[src/rgf_pkg.sv]
// Package for the reset generation and failsafe block.
// Assumes a single 20 MHz system clock domain.
package rgf_pkg;
    localparam int unsigned CLK_PERIOD_NS = 50;
    // External reset pin debounce time
    localparam int unsigned DEB_TIME_NS = 1000;
    localparam int unsigned DEB_CYCLES = (DEB_TIME_NS + CLK_PERIOD_NS - 1) / CLK_PERIOD_NS;
    // Minimum reset time for dynamic causes
    localparam int unsigned MIN_RST_TIME_NS = 2000;
    localparam int unsigned MIN_RST_CYCLES = (MIN_RST_TIME_NS + CLK_PERIOD_NS - 1) / CLK_PERIOD_NS;
    localparam int unsigned CNT_W = 16;
    localparam logic [CNT_W-1:0] CNT_ZERO = 16'h0000;

    // Static causes
    typedef struct packed {
        logic core_por;
        logic core_bod;
        logic io_bod;
    } rgf_static_s;

    // Dynamic causes that request reset
    typedef struct packed {
        logic flash_uncorr;
        logic flash_erased_read;
        logic ram_parity;
        logic ram_uninit_read;
        logic cpu_reg_parity;
        logic wdog_timeout;
        logic trim_ecc_uncorr;
        logic clk_monitor_fail;
    } rgf_dyn_s;

    // Events that raise an interrupt only
    typedef struct packed {
        logic flash_corr;
        logic flash_write;
        logic undef_opcode;
        logic misaligned;
        logic exec_protect;
        logic stack_overflow;
        logic invalid_reg_access;
        logic wdog_window;
    } rgf_irq_s;

    typedef enum logic [1:0] {
        RGF_ST_STATIC = 2'b00,
        RGF_ST_HOLD = 2'b01,
        RGF_ST_RUN = 2'b11
    } rgf_state_e;
endpackage

[src/rgf_reset_gen.sv]
// Reset generator with failsafe event mapping and pad direction control.
// Assumes supply monitor flags and the reset pin are asynchronous; events from
// memory, CPU and watchdog come from logic on ref_clk_i.
//
// Overview of operation
// - Debounced low external pin resets chip
// - Static cause holds reset until gone
// - Dynamic cause holds reset minimum time
// - Dynamic cause still active restarts period
// - Power-on and core brown-out are static
// - Memory, parity, watchdog, trim errors dynamic
// - Core or IO undervoltage causes reset
// - Over-voltage never causes reset
// - Reset forces all pads to input
// - Pads stay input until software reprograms
// - IO supply watched once core in range
// - Supply loss at power-down forces reset
// - Power-on reset follows threshold with hysteresis
// - Listed soft faults raise interrupt only
// - Listed hard faults assert reset
`timescale 1ns/1ps
module rgf_reset_gen
    import rgf_pkg::*;
#(
    parameter int unsigned PAD_W = 8,
    parameter int unsigned DEB_CNT = DEB_CYCLES,
    parameter int unsigned MIN_CNT = MIN_RST_CYCLES
) (
    // Clock and power-on reset
    input wire logic ref_clk_i,
    input wire logic rst_b_i,
    // External reset pin, active low, asynchronous
    input wire logic ext_rst_b_i,
    // Supply monitors, asynchronous
    input wire logic core_above_por_i,
    input wire logic core_above_min_i,
    input wire logic io_in_range_i,
    input wire logic io_over_voltage_i,
    // Failsafe events, same clock
    input wire rgf_dyn_s dyn_i,
    input wire rgf_irq_s irq_src_i,
    // Pad direction from software
    input wire logic pad_dir_we_i,
    input wire logic [PAD_W-1:0] pad_dir_out_i,
    // Outputs
    output logic sys_rst_b_o,
    output logic failsafe_irq_o,
    output logic [PAD_W-1:0] pad_oe_b_o
);
    // Synchronisers for asynchronous inputs
    logic [3:0] sync1;
    logic [3:0] sync2;
    always_ff @(posedge ref_clk_i or negedge rst_b_i) begin
        if (!rst_b_i) begin
            sync1 <= 4'h0;
            sync2 <= 4'h0;
        end else begin
            sync1 <= {ext_rst_b_i, core_above_por_i, core_above_min_i, io_in_range_i};
            sync2 <= sync1;
        end
    end
    logic pin_s, por_ok_s, core_min_s, io_ok_s;
    assign {pin_s, por_ok_s, core_min_s, io_ok_s} = sync2;

    // Power-on reset with hysteresis
    logic por_active, next_por_active;
    always_comb begin
        next_por_active = por_active;
        if (por_active && por_ok_s) begin
            next_por_active = 1'b0;
        end else if (!por_active && !core_min_s) begin
            next_por_active = 1'b1;
        end
    end

    // Pin debounce
    logic [CNT_W-1:0] deb_cnt, next_deb_cnt;
    logic pin_rst, next_pin_rst;
    always_comb begin
        next_deb_cnt = CNT_ZERO;
        next_pin_rst = 1'b0;
        if (!pin_s) begin
            if (deb_cnt >= CNT_W'(DEB_CNT)) begin
                next_deb_cnt = deb_cnt;
                next_pin_rst = 1'b1;
            end else begin
                next_deb_cnt = deb_cnt + 16'h0001;
            end
        end
    end

    // Static causes; over-voltage deliberately ignored
    rgf_static_s stat;
    logic io_bod_ok;
    always_comb begin
        stat.core_por = por_active;
        stat.core_bod = !core_min_s;
        io_bod_ok = io_ok_s || !core_min_s;
        stat.io_bod = !io_bod_ok;
    end
    logic static_cause;
    assign static_cause = (|stat) || pin_rst;

    logic dyn_cause;
    assign dyn_cause = |dyn_i;

    // Reset state machine
    function automatic logic hold_done(input logic [CNT_W-1:0] cnt);
        return cnt >= CNT_W'(MIN_CNT - 1);
    endfunction

    rgf_state_e state, next_state;
    logic [CNT_W-1:0] hold_cnt, next_hold_cnt;
    always_comb begin
        next_state = state;
        next_hold_cnt = hold_cnt;
        case (state)
            RGF_ST_STATIC: begin
                if (!static_cause) begin
                    next_state = dyn_cause ? RGF_ST_HOLD : RGF_ST_RUN;
                    next_hold_cnt = CNT_ZERO;
                end
            end
            RGF_ST_HOLD: begin
                if (static_cause) begin
                    next_state = RGF_ST_STATIC;
                end else if (hold_done(hold_cnt)) begin
                    next_hold_cnt = CNT_ZERO;
                    next_state = dyn_cause ? RGF_ST_HOLD : RGF_ST_RUN;
                end else begin
                    next_hold_cnt = hold_cnt + 16'h0001;
                end
            end
            RGF_ST_RUN: begin
                if (static_cause) begin
                    next_state = RGF_ST_STATIC;
                end else if (dyn_cause) begin
                    next_state = RGF_ST_HOLD;
                    next_hold_cnt = CNT_ZERO;
                end
            end
            default: begin
                next_state = RGF_ST_STATIC;
                next_hold_cnt = CNT_ZERO;
            end
        endcase
    end

    // Outputs
    logic next_rst_b, next_irq;
    logic [PAD_W-1:0] next_pad_oe_b;
    always_comb begin
        next_rst_b = (next_state == RGF_ST_RUN);
        next_irq = |irq_src_i;
        next_pad_oe_b = pad_oe_b_o;
        if (next_state != RGF_ST_RUN) begin
            next_pad_oe_b = {PAD_W{1'b1}};
        end else if (pad_dir_we_i && sys_rst_b_o) begin
            next_pad_oe_b = ~pad_dir_out_i;
        end
    end

    always_ff @(posedge ref_clk_i or negedge rst_b_i) begin
        if (!rst_b_i) begin
            por_active <= 1'b1;
            deb_cnt <= CNT_ZERO;
            pin_rst <= 1'b0;
            state <= RGF_ST_STATIC;
            hold_cnt <= CNT_ZERO;
            sys_rst_b_o <= 1'b0;
            failsafe_irq_o <= 1'b0;
            pad_oe_b_o <= {PAD_W{1'b1}};
        end else begin
            por_active <= next_por_active;
            deb_cnt <= next_deb_cnt;
            pin_rst <= next_pin_rst;
            state <= next_state;
            hold_cnt <= next_hold_cnt;
            sys_rst_b_o <= next_rst_b;
            failsafe_irq_o <= next_irq;
            pad_oe_b_o <= next_pad_oe_b;
        end
    end

    // Assertions
    int unsigned low_run;
    always_ff @(posedge ref_clk_i or negedge rst_b_i) begin
        if (!rst_b_i) begin
            low_run <= 0;
        end else begin
            low_run <= sys_rst_b_o ? 0 : low_run + 1;
        end
    end

    pin_debounce_a: assert property (@(posedge ref_clk_i) disable iff (!rst_b_i)
        (!pin_s && deb_cnt >= CNT_W'(DEB_CNT)) |=> pin_rst)
        else $error("debounced pin low did not raise reset");
    static_hold_a: assert property (@(posedge ref_clk_i) disable iff (!rst_b_i)
        static_cause |=> !sys_rst_b_o)
        else $error("static cause did not hold reset");
    dyn_min_a: assert property (@(posedge ref_clk_i) disable iff (!rst_b_i)
        ($rose(sys_rst_b_o) && $past(state) == RGF_ST_HOLD) |-> low_run >= MIN_CNT)
        else $error("reset released without hold");
    dyn_start_a: assert property (@(posedge ref_clk_i) disable iff (!rst_b_i)
        (state == RGF_ST_RUN && dyn_cause && !static_cause) |=> state == RGF_ST_HOLD ##1 !sys_rst_b_o)
        else $error("dynamic cause did not start hold");
    dyn_retrig_a: assert property (@(posedge ref_clk_i) disable iff (!rst_b_i)
        (state == RGF_ST_HOLD && hold_cnt >= CNT_W'(MIN_CNT - 1) && dyn_cause && !static_cause)
        |=> state == RGF_ST_HOLD && hold_cnt == CNT_ZERO)
        else $error("active dynamic cause did not retrigger");
    io_watch_a: assert property (@(posedge ref_clk_i) disable iff (!rst_b_i)
        (core_min_s && !io_ok_s) |=> state == RGF_ST_STATIC)
        else $error("io supply loss missed");
    pad_input_a: assert property (@(posedge ref_clk_i) disable iff (!rst_b_i)
        !sys_rst_b_o |-> pad_oe_b_o == {PAD_W{1'b1}})
        else $error("pad driven during reset");
    por_hyst_a: assert property (@(posedge ref_clk_i) disable iff (!rst_b_i)
        (!por_active && core_min_s) |=> !por_active)
        else $error("power-on reset reasserted above minimum");
    irq_map_a: assert property (@(posedge ref_clk_i) disable iff (!rst_b_i)
        (|irq_src_i && !dyn_cause && !static_cause && state == RGF_ST_RUN) |=> failsafe_irq_o && sys_rst_b_o)
        else $error("interrupt event caused reset or no interrupt");

    // Reset sources
    pin_idle_a: assert property (@(posedge ref_clk_i) disable iff (!rst_b_i)
        pin_s |=> !pin_rst)
        else $error("pin reset set while pin high");
    pin_static_a: assert property (@(posedge ref_clk_i) disable iff (!rst_b_i)
        pin_rst |=> state == RGF_ST_STATIC)
        else $error("pin reset not held as static");
    deb_sat_a: assert property (@(posedge ref_clk_i) disable iff (!rst_b_i)
        deb_cnt <= CNT_W'(DEB_CNT))
        else $error("debounce counter overran");
    static_release_a: assert property (@(posedge ref_clk_i) disable iff (!rst_b_i)
        (state == RGF_ST_STATIC && !static_cause && !dyn_cause) |=> sys_rst_b_o)
        else $error("reset not released after static cause");
    por_static_a: assert property (@(posedge ref_clk_i) disable iff (!rst_b_i)
        por_active |=> state == RGF_ST_STATIC && !sys_rst_b_o)
        else $error("power-on reset not static");
    core_bod_a: assert property (@(posedge ref_clk_i) disable iff (!rst_b_i)
        !core_min_s |=> state == RGF_ST_STATIC && !sys_rst_b_o)
        else $error("core brown-out missed");
    dyn_src_a: assert property (@(posedge ref_clk_i) disable iff (!rst_b_i)
        dyn_cause |=> !sys_rst_b_o)
        else $error("hard fault did not reset");
    dyn_hold_a: assert property (@(posedge ref_clk_i) disable iff (!rst_b_i)
        (state == RGF_ST_HOLD && !static_cause && !hold_done(hold_cnt))
        |=> state == RGF_ST_HOLD && hold_cnt == $past(hold_cnt) + 16'h0001)
        else $error("minimum reset time cut short");
    dyn_release_a: assert property (@(posedge ref_clk_i) disable iff (!rst_b_i)
        (state == RGF_ST_HOLD && hold_done(hold_cnt) && !dyn_cause && !static_cause) |=> sys_rst_b_o)
        else $error("reset not released after minimum time");
    hold_range_a: assert property (@(posedge ref_clk_i) disable iff (!rst_b_i)
        hold_cnt <= CNT_W'(MIN_CNT - 1))
        else $error("hold counter overran");
    ov_ignore_a: assert property (@(posedge ref_clk_i) disable iff (!rst_b_i)
        (io_over_voltage_i && state == RGF_ST_RUN && !static_cause && !dyn_cause) |=> sys_rst_b_o)
        else $error("over-voltage caused reset");
    por_release_a: assert property (@(posedge ref_clk_i) disable iff (!rst_b_i)
        (por_active && por_ok_s) |=> !por_active)
        else $error("power-on reset not released above threshold");
    sync_release_a: assert property (@(posedge ref_clk_i) disable iff (!rst_b_i)
        sys_rst_b_o == (state == RGF_ST_RUN))
        else $error("system reset not aligned to state");

    // Pads
    powerdown_a: assert property (@(posedge ref_clk_i) disable iff (!rst_b_i)
        (!io_ok_s || !core_min_s) |=> !sys_rst_b_o && pad_oe_b_o == {PAD_W{1'b1}})
        else $error("supply loss did not reset pads");
    pad_keep_a: assert property (@(posedge ref_clk_i) disable iff (!rst_b_i)
        (state == RGF_ST_RUN && next_state == RGF_ST_RUN && !pad_dir_we_i) |=> $stable(pad_oe_b_o))
        else $error("pad direction changed without write");
    pad_write_a: assert property (@(posedge ref_clk_i) disable iff (!rst_b_i)
        (pad_dir_we_i && sys_rst_b_o && next_state == RGF_ST_RUN) |=> pad_oe_b_o == ~$past(pad_dir_out_i))
        else $error("pad direction write lost");

    // Interrupt
    irq_clear_a: assert property (@(posedge ref_clk_i) disable iff (!rst_b_i)
        !(|irq_src_i) |=> !failsafe_irq_o)
        else $error("interrupt without event");

    pin_reset_c: cover property (@(posedge ref_clk_i) disable iff (!rst_b_i) $rose(pin_rst));
    retrig_c: cover property (@(posedge ref_clk_i) disable iff (!rst_b_i)
        state == RGF_ST_HOLD && hold_cnt == CNT_W'(MIN_CNT - 1) && dyn_cause);
    release_c: cover property (@(posedge ref_clk_i) disable iff (!rst_b_i) $rose(sys_rst_b_o));
    static_exit_c: cover property (@(posedge ref_clk_i) disable iff (!rst_b_i)
        state == RGF_ST_STATIC ##1 state == RGF_ST_RUN);
    irq_c: cover property (@(posedge ref_clk_i) disable iff (!rst_b_i) $rose(failsafe_irq_o));
endmodule

[config.mk]
export PLATFORM = sky130hd
export DESIGN_NAME = rgf_reset_gen
export DESIGN_NICKNAME = d
export VERILOG_FILES = /design/src/rgf_pkg.sv /design/src/rgf_reset_gen.sv
export SDC_FILE = /design/constraint.sdc
export NUM_CORES = 1
export LEC_CHECK = 0
export BUFFER_PORTS_ARGS = -buffer_cell sky130_fd_sc_hd__clkbuf_2
export CAP_MARGIN = 15
export CORE_ASPECT_RATIO = 0.75
export CORE_MARGIN = 1
export CORE_UTILIZATION = 45
export CTS_CLUSTER_SIZE = 28
export DETAILED_ROUTE_END_ITERATION = 10
export GPL_TIMING_DRIVEN = 0
export PLACE_DENSITY = 0.73
export SYNTH_ARGS = -nofsm -noshare
export SYNTH_HDL_FRONTEND = slang
export SYNTH_SLANG_ARGS = --single-unit
[constraint.sdc]
create_clock -name ref_clk_i -period 3.2 [get_ports ref_clk_i]
set_input_delay 0.16 -clock ref_clk_i [delete_from_list [all_inputs] [get_ports ref_clk_i]]
set_output_delay 0.16 -clock ref_clk_i [all_outputs]
set_load 0.01 [all_outputs]
==> flow_metrics.env, run 1 <==
export IMPL_hp_class="primary input to flip-flop"
export IMPL_fin_crit_ps=2090
export IMPL_rows=21
export IMPL_dpl_worst_slack_ps=1130
export IMPL_ys_warn_count=0
export IMPL_synth_cell_type_count=36
export IMPL_p_leak_nw=1.24
export IMPL_cp_slowest_cell="or4b_1"
export IMPL_netlist_top_cells_area="dfrtp_1, dfstp_2, nor2b_1"
export IMPL_finalHoldViolations=0
export IMPL_relSlewSlack_pct=43.5
export IMPL_cts_sinks=54
export IMPL_final_cells=314
export IMPL_num_antenna_cells=0
export IMPL_synth_fp_nets=237
export IMPL_fin_skew_ps=3.73
export IMPL_synth_cells=202
export IMPL_clk_path_buf_depth=2
export IMPL_internal_power_w=0.000976
export IMPL_critPathCaptureType="flip-flop"
export IMPL_die_y_um=63.1
export IMPL_cts_buffers=5
export IMPL_grt_use_total_pct=17.7
export IMPL_hpwl_um=3100
export IMPL_max_freq_mhz=478
export IMPL_tns_ps=0
export IMPL_gp_congestion=0.780
export IMPL_tightestPinTransition_ps=848
export IMPL_share_comb_of_total_power_pct=6.8
export IMPL_ir_drop_mv=0.287
export IMPL_cts_root_buffer="clkbuf_8"
export IMPL_sw_frac_of_total_pct=22.6
export IMPL_drc_errors=0
export IMPL_synth_seq_cells=54
export IMPL_path_cells="or4b_1, a2111oi_4, nor3_2, a21oi_1"
export IMPL_wirelength_um=4300
export IMPL_cts_htree_levels=2
export IMPL_vias=1696
export IMPL_routedWlPerCell_um=13.7
export IMPL_stdcell_area_mm2=0.00271
export IMPL_grt_pass1_wl_um=7380
export IMPL_setup_viol_count_final=0
export IMPL_crit_family="simple AND/OR/NAND/NOR gates"
export IMPL_max_cap_violations=0
export IMPL_io_pins=42
export IMPL_area_delta_synth_final_pct=21.0
export IMPL_worst_setup_path_start_kind="flip-flop"
export IMPL_power_frac_seq_pct=57.3
export IMPL_critPathMaxStageDelay_ps=620
export IMPL_power_switching_w=0.000284
export IMPL_final_setup_worst_slack_ps=1110
export IMPL_coreArea_mm2=0.00462
export IMPL_firstDrtPassIters=5
export IMPL_cts_repair_resized=0
export IMPL_nets=291
export IMPL_clkTransAtPathRegs_ps=90
export IMPL_rsz0062_at_grt="false"
export IMPL_fin_crit_sh_pct=65.4
export IMPL_drt_iter0_drc=80
export IMPL_critical_path_class="flip-flop to flip-flop"
export IMPL_grt_pass1_vias=1645
export IMPL_start_util_pct=48.4
export IMPL_drtAntennaViolNets=0
export IMPL_synthArstFlopShare_pct=100
export IMPL_grt_max_degree=34
export IMPL_syn_area_per_cell_um2=11.1
export IMPL_clkPwrFrac_pct=35.9
export IMPL_p_per_area_mw_per_mm2=465
export IMPL_drv_slew=0
export IMPL_grt_overflow=0
export IMPL_cp_data_arrival_time_ps=2330
export IMPL_crit_buf_inv=0
export IMPL_clk_latency_ps=310
export IMPL_status="complete, no violations"
export IMPL_synth_top_area_share_pct=50.3
export IMPL_dp_cells=300
export IMPL_die_area_mm2=0.00526
export IMPL_die_width_um=83.4
export IMPL_required_ps=3430
export IMPL_drive_above_1_share_pct=23.7
export IMPL_synthFlopType="dfrtp_1"
export IMPL_vias_per_cell=5.40
export IMPL_cts_tree="yes"
export IMPL_critPathMaxFanout=10
export IMPL_placed_area_mm2=0.00254
export IMPL_antenna_found_initial=0
export IMPL_yosysTopAreaCell="dfrtp_1"
export IMPL_portBuffers=40
export IMPL_yosysSeqAreaShare_pct=60.9
export IMPL_synth_edf_count=0
export IMPL_syn_area_mm2=0.00224
[cell usage after synthesis (2+ instances only)]
cell type   n
nand3_1    10
or4_1       3
a21oi_1     6
or3_1       2
nor2b_1    12
dfrtp_1    45
a41oi_1     3
nor2_1     17
nand4_1     8
a31oi_1     4
clkbuf_1    4
nand2_1    18
nor3_1      3
o211ai_1    8
and2_1      2
dfstp_2     9
ha_1        3
nor4_1      9
o21ai_0     7
inv_1      12
mux2i_1     2
[final timing paths]
| path | start | cells past startpoint | end | slack (ps) |
|---|---|---|---|---|
| max in group asynchronous | rst_b_i | 3 | pad_oe_b_o[5] | 2050 |
| setup / recovery | hold_cnt[6] | 4 | hold_cnt[14] | 1110 |
| hold reg to reg | sync1[3] | 0 | sync2[3] | 360 |
| min in group asynchronous | rst_b_i | 2 | failsafe_irq_o | 490 |
| setup reg to reg | hold_cnt[6] | 4 | hold_cnt[14] | 1110 |
| hold / removal | pad_dir_out_i[7] | 2 | pad_oe_b_o[7] | 10 |
[per-layer routing]
| layer | vias up | wire length, µm | track usage, % |
|---|---|---|---|
| li1 | 836 | - | - |
| met1 | 813 | 2190 | 25.0 |
| met2 | 42 | 1860 | 26.7 |
| met3 | 5 | 213 | 5.37 |
| met4 | 0 | 35 | 4.66 |
| met5 | - | 0 | 0 |
[cells by family after synthesis]
group	after synthesis	synth area share, %
AOI/OAI and AO/OA	36	11.9
xor gates and xnor gates	1	0.391
adders and majority gates	3	1.68
buffers and inverters	16	2.68
DFF	54	60.9
muxes	2	0.894
and+or+nand+nor	90	21.6
[cells in the final DEF, fill, tap and decap left out, types with 2 or more instances in the layout]
cell type	n
a21oi_1	6
a31oi_1	4
a41oi_1	3
and2_1	2
clkbuf_1	5
clkbuf_2	40
clkbuf_8	5
dfrtp_1	45
dfstp_2	9
dlygate4sd3_1	6
ha_1	3
inv_1	12
mux2i_1	2
nand2_1	18
nand3_1	10
nand4_1	8
nor2_1	17
nor2b_1	12
nor3_1	3
nor4_1	9
o211ai_1	8
o21ai_0	7
or3_1	2
or4_1	3
[through the flow]
step	utilization, %	hold slack, ps	total power, W
after floorplan	-	-136	0.000769
after global placement	54.3	268	0.000810
after detailed placement	54.9	270	0.000817
after CTS	58.4	2.35	0.00127
after global routing	58.6	6.68	0.00132
final	58.6	13.9	0.00126
[what timing repair did]
item / in CTS / in global routing
buffers inserted: 0 / 0
hold buffers: 5 / 1
endpoints found under the hold margin: 28 / 1
[final cells by class]
cell class              instances  area [µm²]
plain buffers                   4        15.0
clock buffers                   6        72.6
clock inverters                 2        38.8
fillers                       390        1920
inverters                      12        45.0
multi-input cells             132         816
flip-flops and latches         54        1360
well taps                      57        71.3
repair buffers                 47         288
[power groups by stage]
stage / combinational, W / sequential [W] / clock, W
after CTS: 0.0000874 / 0.000722 / 0.000462
after global placement: 0.0000755 / 0.000734 / 0
after floorplan: 0.0000395 / 0.000730 / 0
after detailed placement: 0.0000825 / 0.000735 / 0
after global routing: 0.0000978 / 0.000725 / 0.000496
final: 0.0000864 / 0.000722 / 0.000452
[registers in the layout, indices dropped and copies added, names as in the netlist, 2 cells and up]
signal and count:
deb_cnt 16, hold_cnt 16, pad_oe_b_o 8, sync1 4, sync2 4, state 2
(Power assumes the default switching activity.)
==> inputs of run 2 (changes only) <==
--- a/config.mk
+++ b/config.mk
@@ -13,7 +13,7 @@
 export CTS_CLUSTER_SIZE = 28
 export DETAILED_ROUTE_END_ITERATION = 10
 export GPL_TIMING_DRIVEN = 0
-export PLACE_DENSITY = 0.73
+export PLACE_DENSITY = 0.75
 export SYNTH_ARGS = -nofsm -noshare
 export SYNTH_HDL_FRONTEND = slang
 export SYNTH_SLANG_ARGS = --single-unit
==> constraint.sdc (replaced) <==
create_clock -name ref_clk_i -period 1.9 [get_ports ref_clk_i]
set_input_delay 0.095 -clock ref_clk_i [delete_from_list [all_inputs] [get_ports ref_clk_i]]
set_output_delay 0.095 -clock ref_clk_i [all_outputs]
set_load 0.01 [all_outputs]
==> run 2 against run 1 <==
The run now ends with negative setup slack left. Non-clock buffer count is 19 higher. Clock-buffer cell count stayed put. Combinational power grew 110%. Die area is the same. Clock skew is 8.4 ps higher. Sequential share of layout area decreased by 3.7 points. Total power up 64%. Core utilization is 4.7 points higher. Clock power increased by 48%. Final cell count increased by 6.1%. First-iteration DRC count grew 61%. Critical path type unchanged. Largest power group unchanged.
==> flow_metrics.env, run 2 (synthesis gave the netlist of run 1 again) <==
export IMPL_p_leak_nw=1.34
export IMPL_final_setup_worst_slack_ps=-40.5
export IMPL_die_y_um=63.1
export IMPL_status="finished with violations"
export IMPL_worstReg2RegEnd="hold_cnt[15]"
export IMPL_worst_hold_path_endpoint="state[1]"
export IMPL_fin_crit_ps=1940
export IMPL_final_cells=333
export IMPL_clkTransAtPathRegs_ps=90
export IMPL_required_ps=2120
export IMPL_drv_slew=0
export IMPL_die_area_mm2=0.00526
export IMPL_dpl_worst_slack_ps=-149
export IMPL_finalHoldViolations=0
export IMPL_final_common_cell="dfrtp_1"
export IMPL_area_delta_synth_final_pct=30.7
export IMPL_dr_max_layer_used="met4"
export IMPL_met1_length_um=2300
export IMPL_setup_viol_count_final=2
export IMPL_max_freq_mhz=515
export IMPL_routedWlPerCell_um=14.1
export IMPL_drive_above_1_share_pct=30.1
export IMPL_reg2reg_slack_ps=-40
export IMPL_rsz0062_at_grt="true"
export IMPL_die_width_um=83.4
export IMPL_drc_errors=0
export IMPL_violations="negative setup slack"
export IMPL_rows=21
export IMPL_max_cap_violations=0
export IMPL_mostFrequentLayoutCells="dfrtp_1, clkbuf_2, nand2_1, nor2_1, dlygate4sd3_1"
export IMPL_drtAntennaViolNets=0
export IMPL_ir_drop_mv=0.485
export IMPL_portBuffers=40
export IMPL_hpwl_um=3000
export IMPL_p_per_area_mw_per_mm2=706
export IMPL_grt_pass1_wl_um=7720
export IMPL_min_path_cells=4
export IMPL_firstDrtPassIters=4
export IMPL_cts_buffers=5
export IMPL_p_total_w=0.00207
export IMPL_hold_start="dyn_i[6]"
export IMPL_cts_sinks=54
export IMPL_grt_use_total_pct=18.6
export IMPL_gp_congestion=0.849
export IMPL_dp_cells=300
export IMPL_drt_iter0_drc=129
export IMPL_grt_max_degree=31
export IMPL_clk_path_buf_depth=2
export IMPL_grt_overflow=0
export IMPL_wirelength_um=4680
export IMPL_start_util_pct=48.4
export IMPL_met2_length_um=2070
export IMPL_io_pins=42
export IMPL_rr_startpoint="por_active"
export IMPL_cts_root_buffer="clkbuf_8"
export IMPL_reg_top3="deb_cnt (16), hold_cnt (16), pad_oe_b_o (8)"
export IMPL_tightestPinTransition_ps=670
export IMPL_nets=310
export IMPL_critPathCaptureType="flip-flop"
export IMPL_relSlewSlack_pct=55.1
export IMPL_clk_latency_ps=310
export IMPL_critical_path_class="flip-flop to flip-flop"
export IMPL_critPathMaxFanout=10
export IMPL_reg2regPathDepth=5
export IMPL_grt_pass1_vias=1642
export IMPL_antenna_found_initial=0
export IMPL_cts_htree_levels=2
export IMPL_vias_per_cell=5.39
export IMPL_coreArea_mm2=0.00462
export IMPL_vias=1794
export IMPL_routed_wl_met3_um=218
export IMPL_cp_data_arrival_time_ps=2160
export IMPL_fin_skew_ps=12.2
export IMPL_worst_setup_path_start_kind="flip-flop"
export IMPL_cts_tree="yes"
export IMPL_fin_crit_sh_pct=102
export IMPL_hp_class="primary input to flip-flop"
export IMPL_num_antenna_cells=0
[run 2: power by group]
group	internal, W	switching (W)
clock	0.000300	0.000367
sequential	0.00118	0.0000346
combinational	0.0000871	0.0000942
[run 2: area by class of cell]
class | instances | area, µm²
well taps | 57 | 71.3
repair buffers | 66 | 449
clock inverters | 2 | 17.5
flip-flops and latches | 54 | 1360
fillers | 345 | 1700
inverters | 12 | 45.0
plain buffers | 4 | 16.3
clock buffers | 6 | 82.6
multi-input cells | 132 | 882
[run 2: how the worst max path moves through the flow]
stage / from / endpoint / slack, ps
2_1_floorplan: hold_cnt[6] / hold_cnt[12] / 60
3_3_place_gp: hold_cnt[6] / hold_cnt[14] / -140
3_5_place_dp: hold_cnt[6] / hold_cnt[15] / -150
4_1_cts: hold_cnt[1] / pad_oe_b_o[0] / -20
5_1_grt: por_active / hold_cnt[15] / -140
6_report: por_active / hold_cnt[15] / -40
[run 2: routing by layer]
layer	track usage (%)	vias up
met5	0	-
met4	8.05	0
met3	4.85	9
met2	25.8	50
met1	27.5	858
li1	-	877
[run 2: critical path, stage by stage (launching register included)]
cell and delay [ps]:
dfstp_2 380, nand4bb_1 410, o21ai_1 390, clkbuf_2 300
nand4_1 140, a21oi_1 230
[run 2: what timing repair did]
action | 4_1_cts | 5_1_grt
setup buffers | 4 | 6
endpoints found under the setup margin | 24 | 27
hold endpoints to repair | 30 | 0
hold buffers | 16 | 0
gates resized for setup | 6 | 10
pin swaps | 5 | 10
[run 2: through the flow]
stage               TNS, ps  hold slack, ps  instance area (µm²)  utilization (%)
detailed placement    -2340             127                 2530             54.7
CTS                   -40.1             149                 2850             61.7
finish                -41.8             160                 2930             63.3
global placement      -2050             206                 2510             54.3
floorplan                 0            -201                 2240                -
global route          -1360             165                 2930             63.3
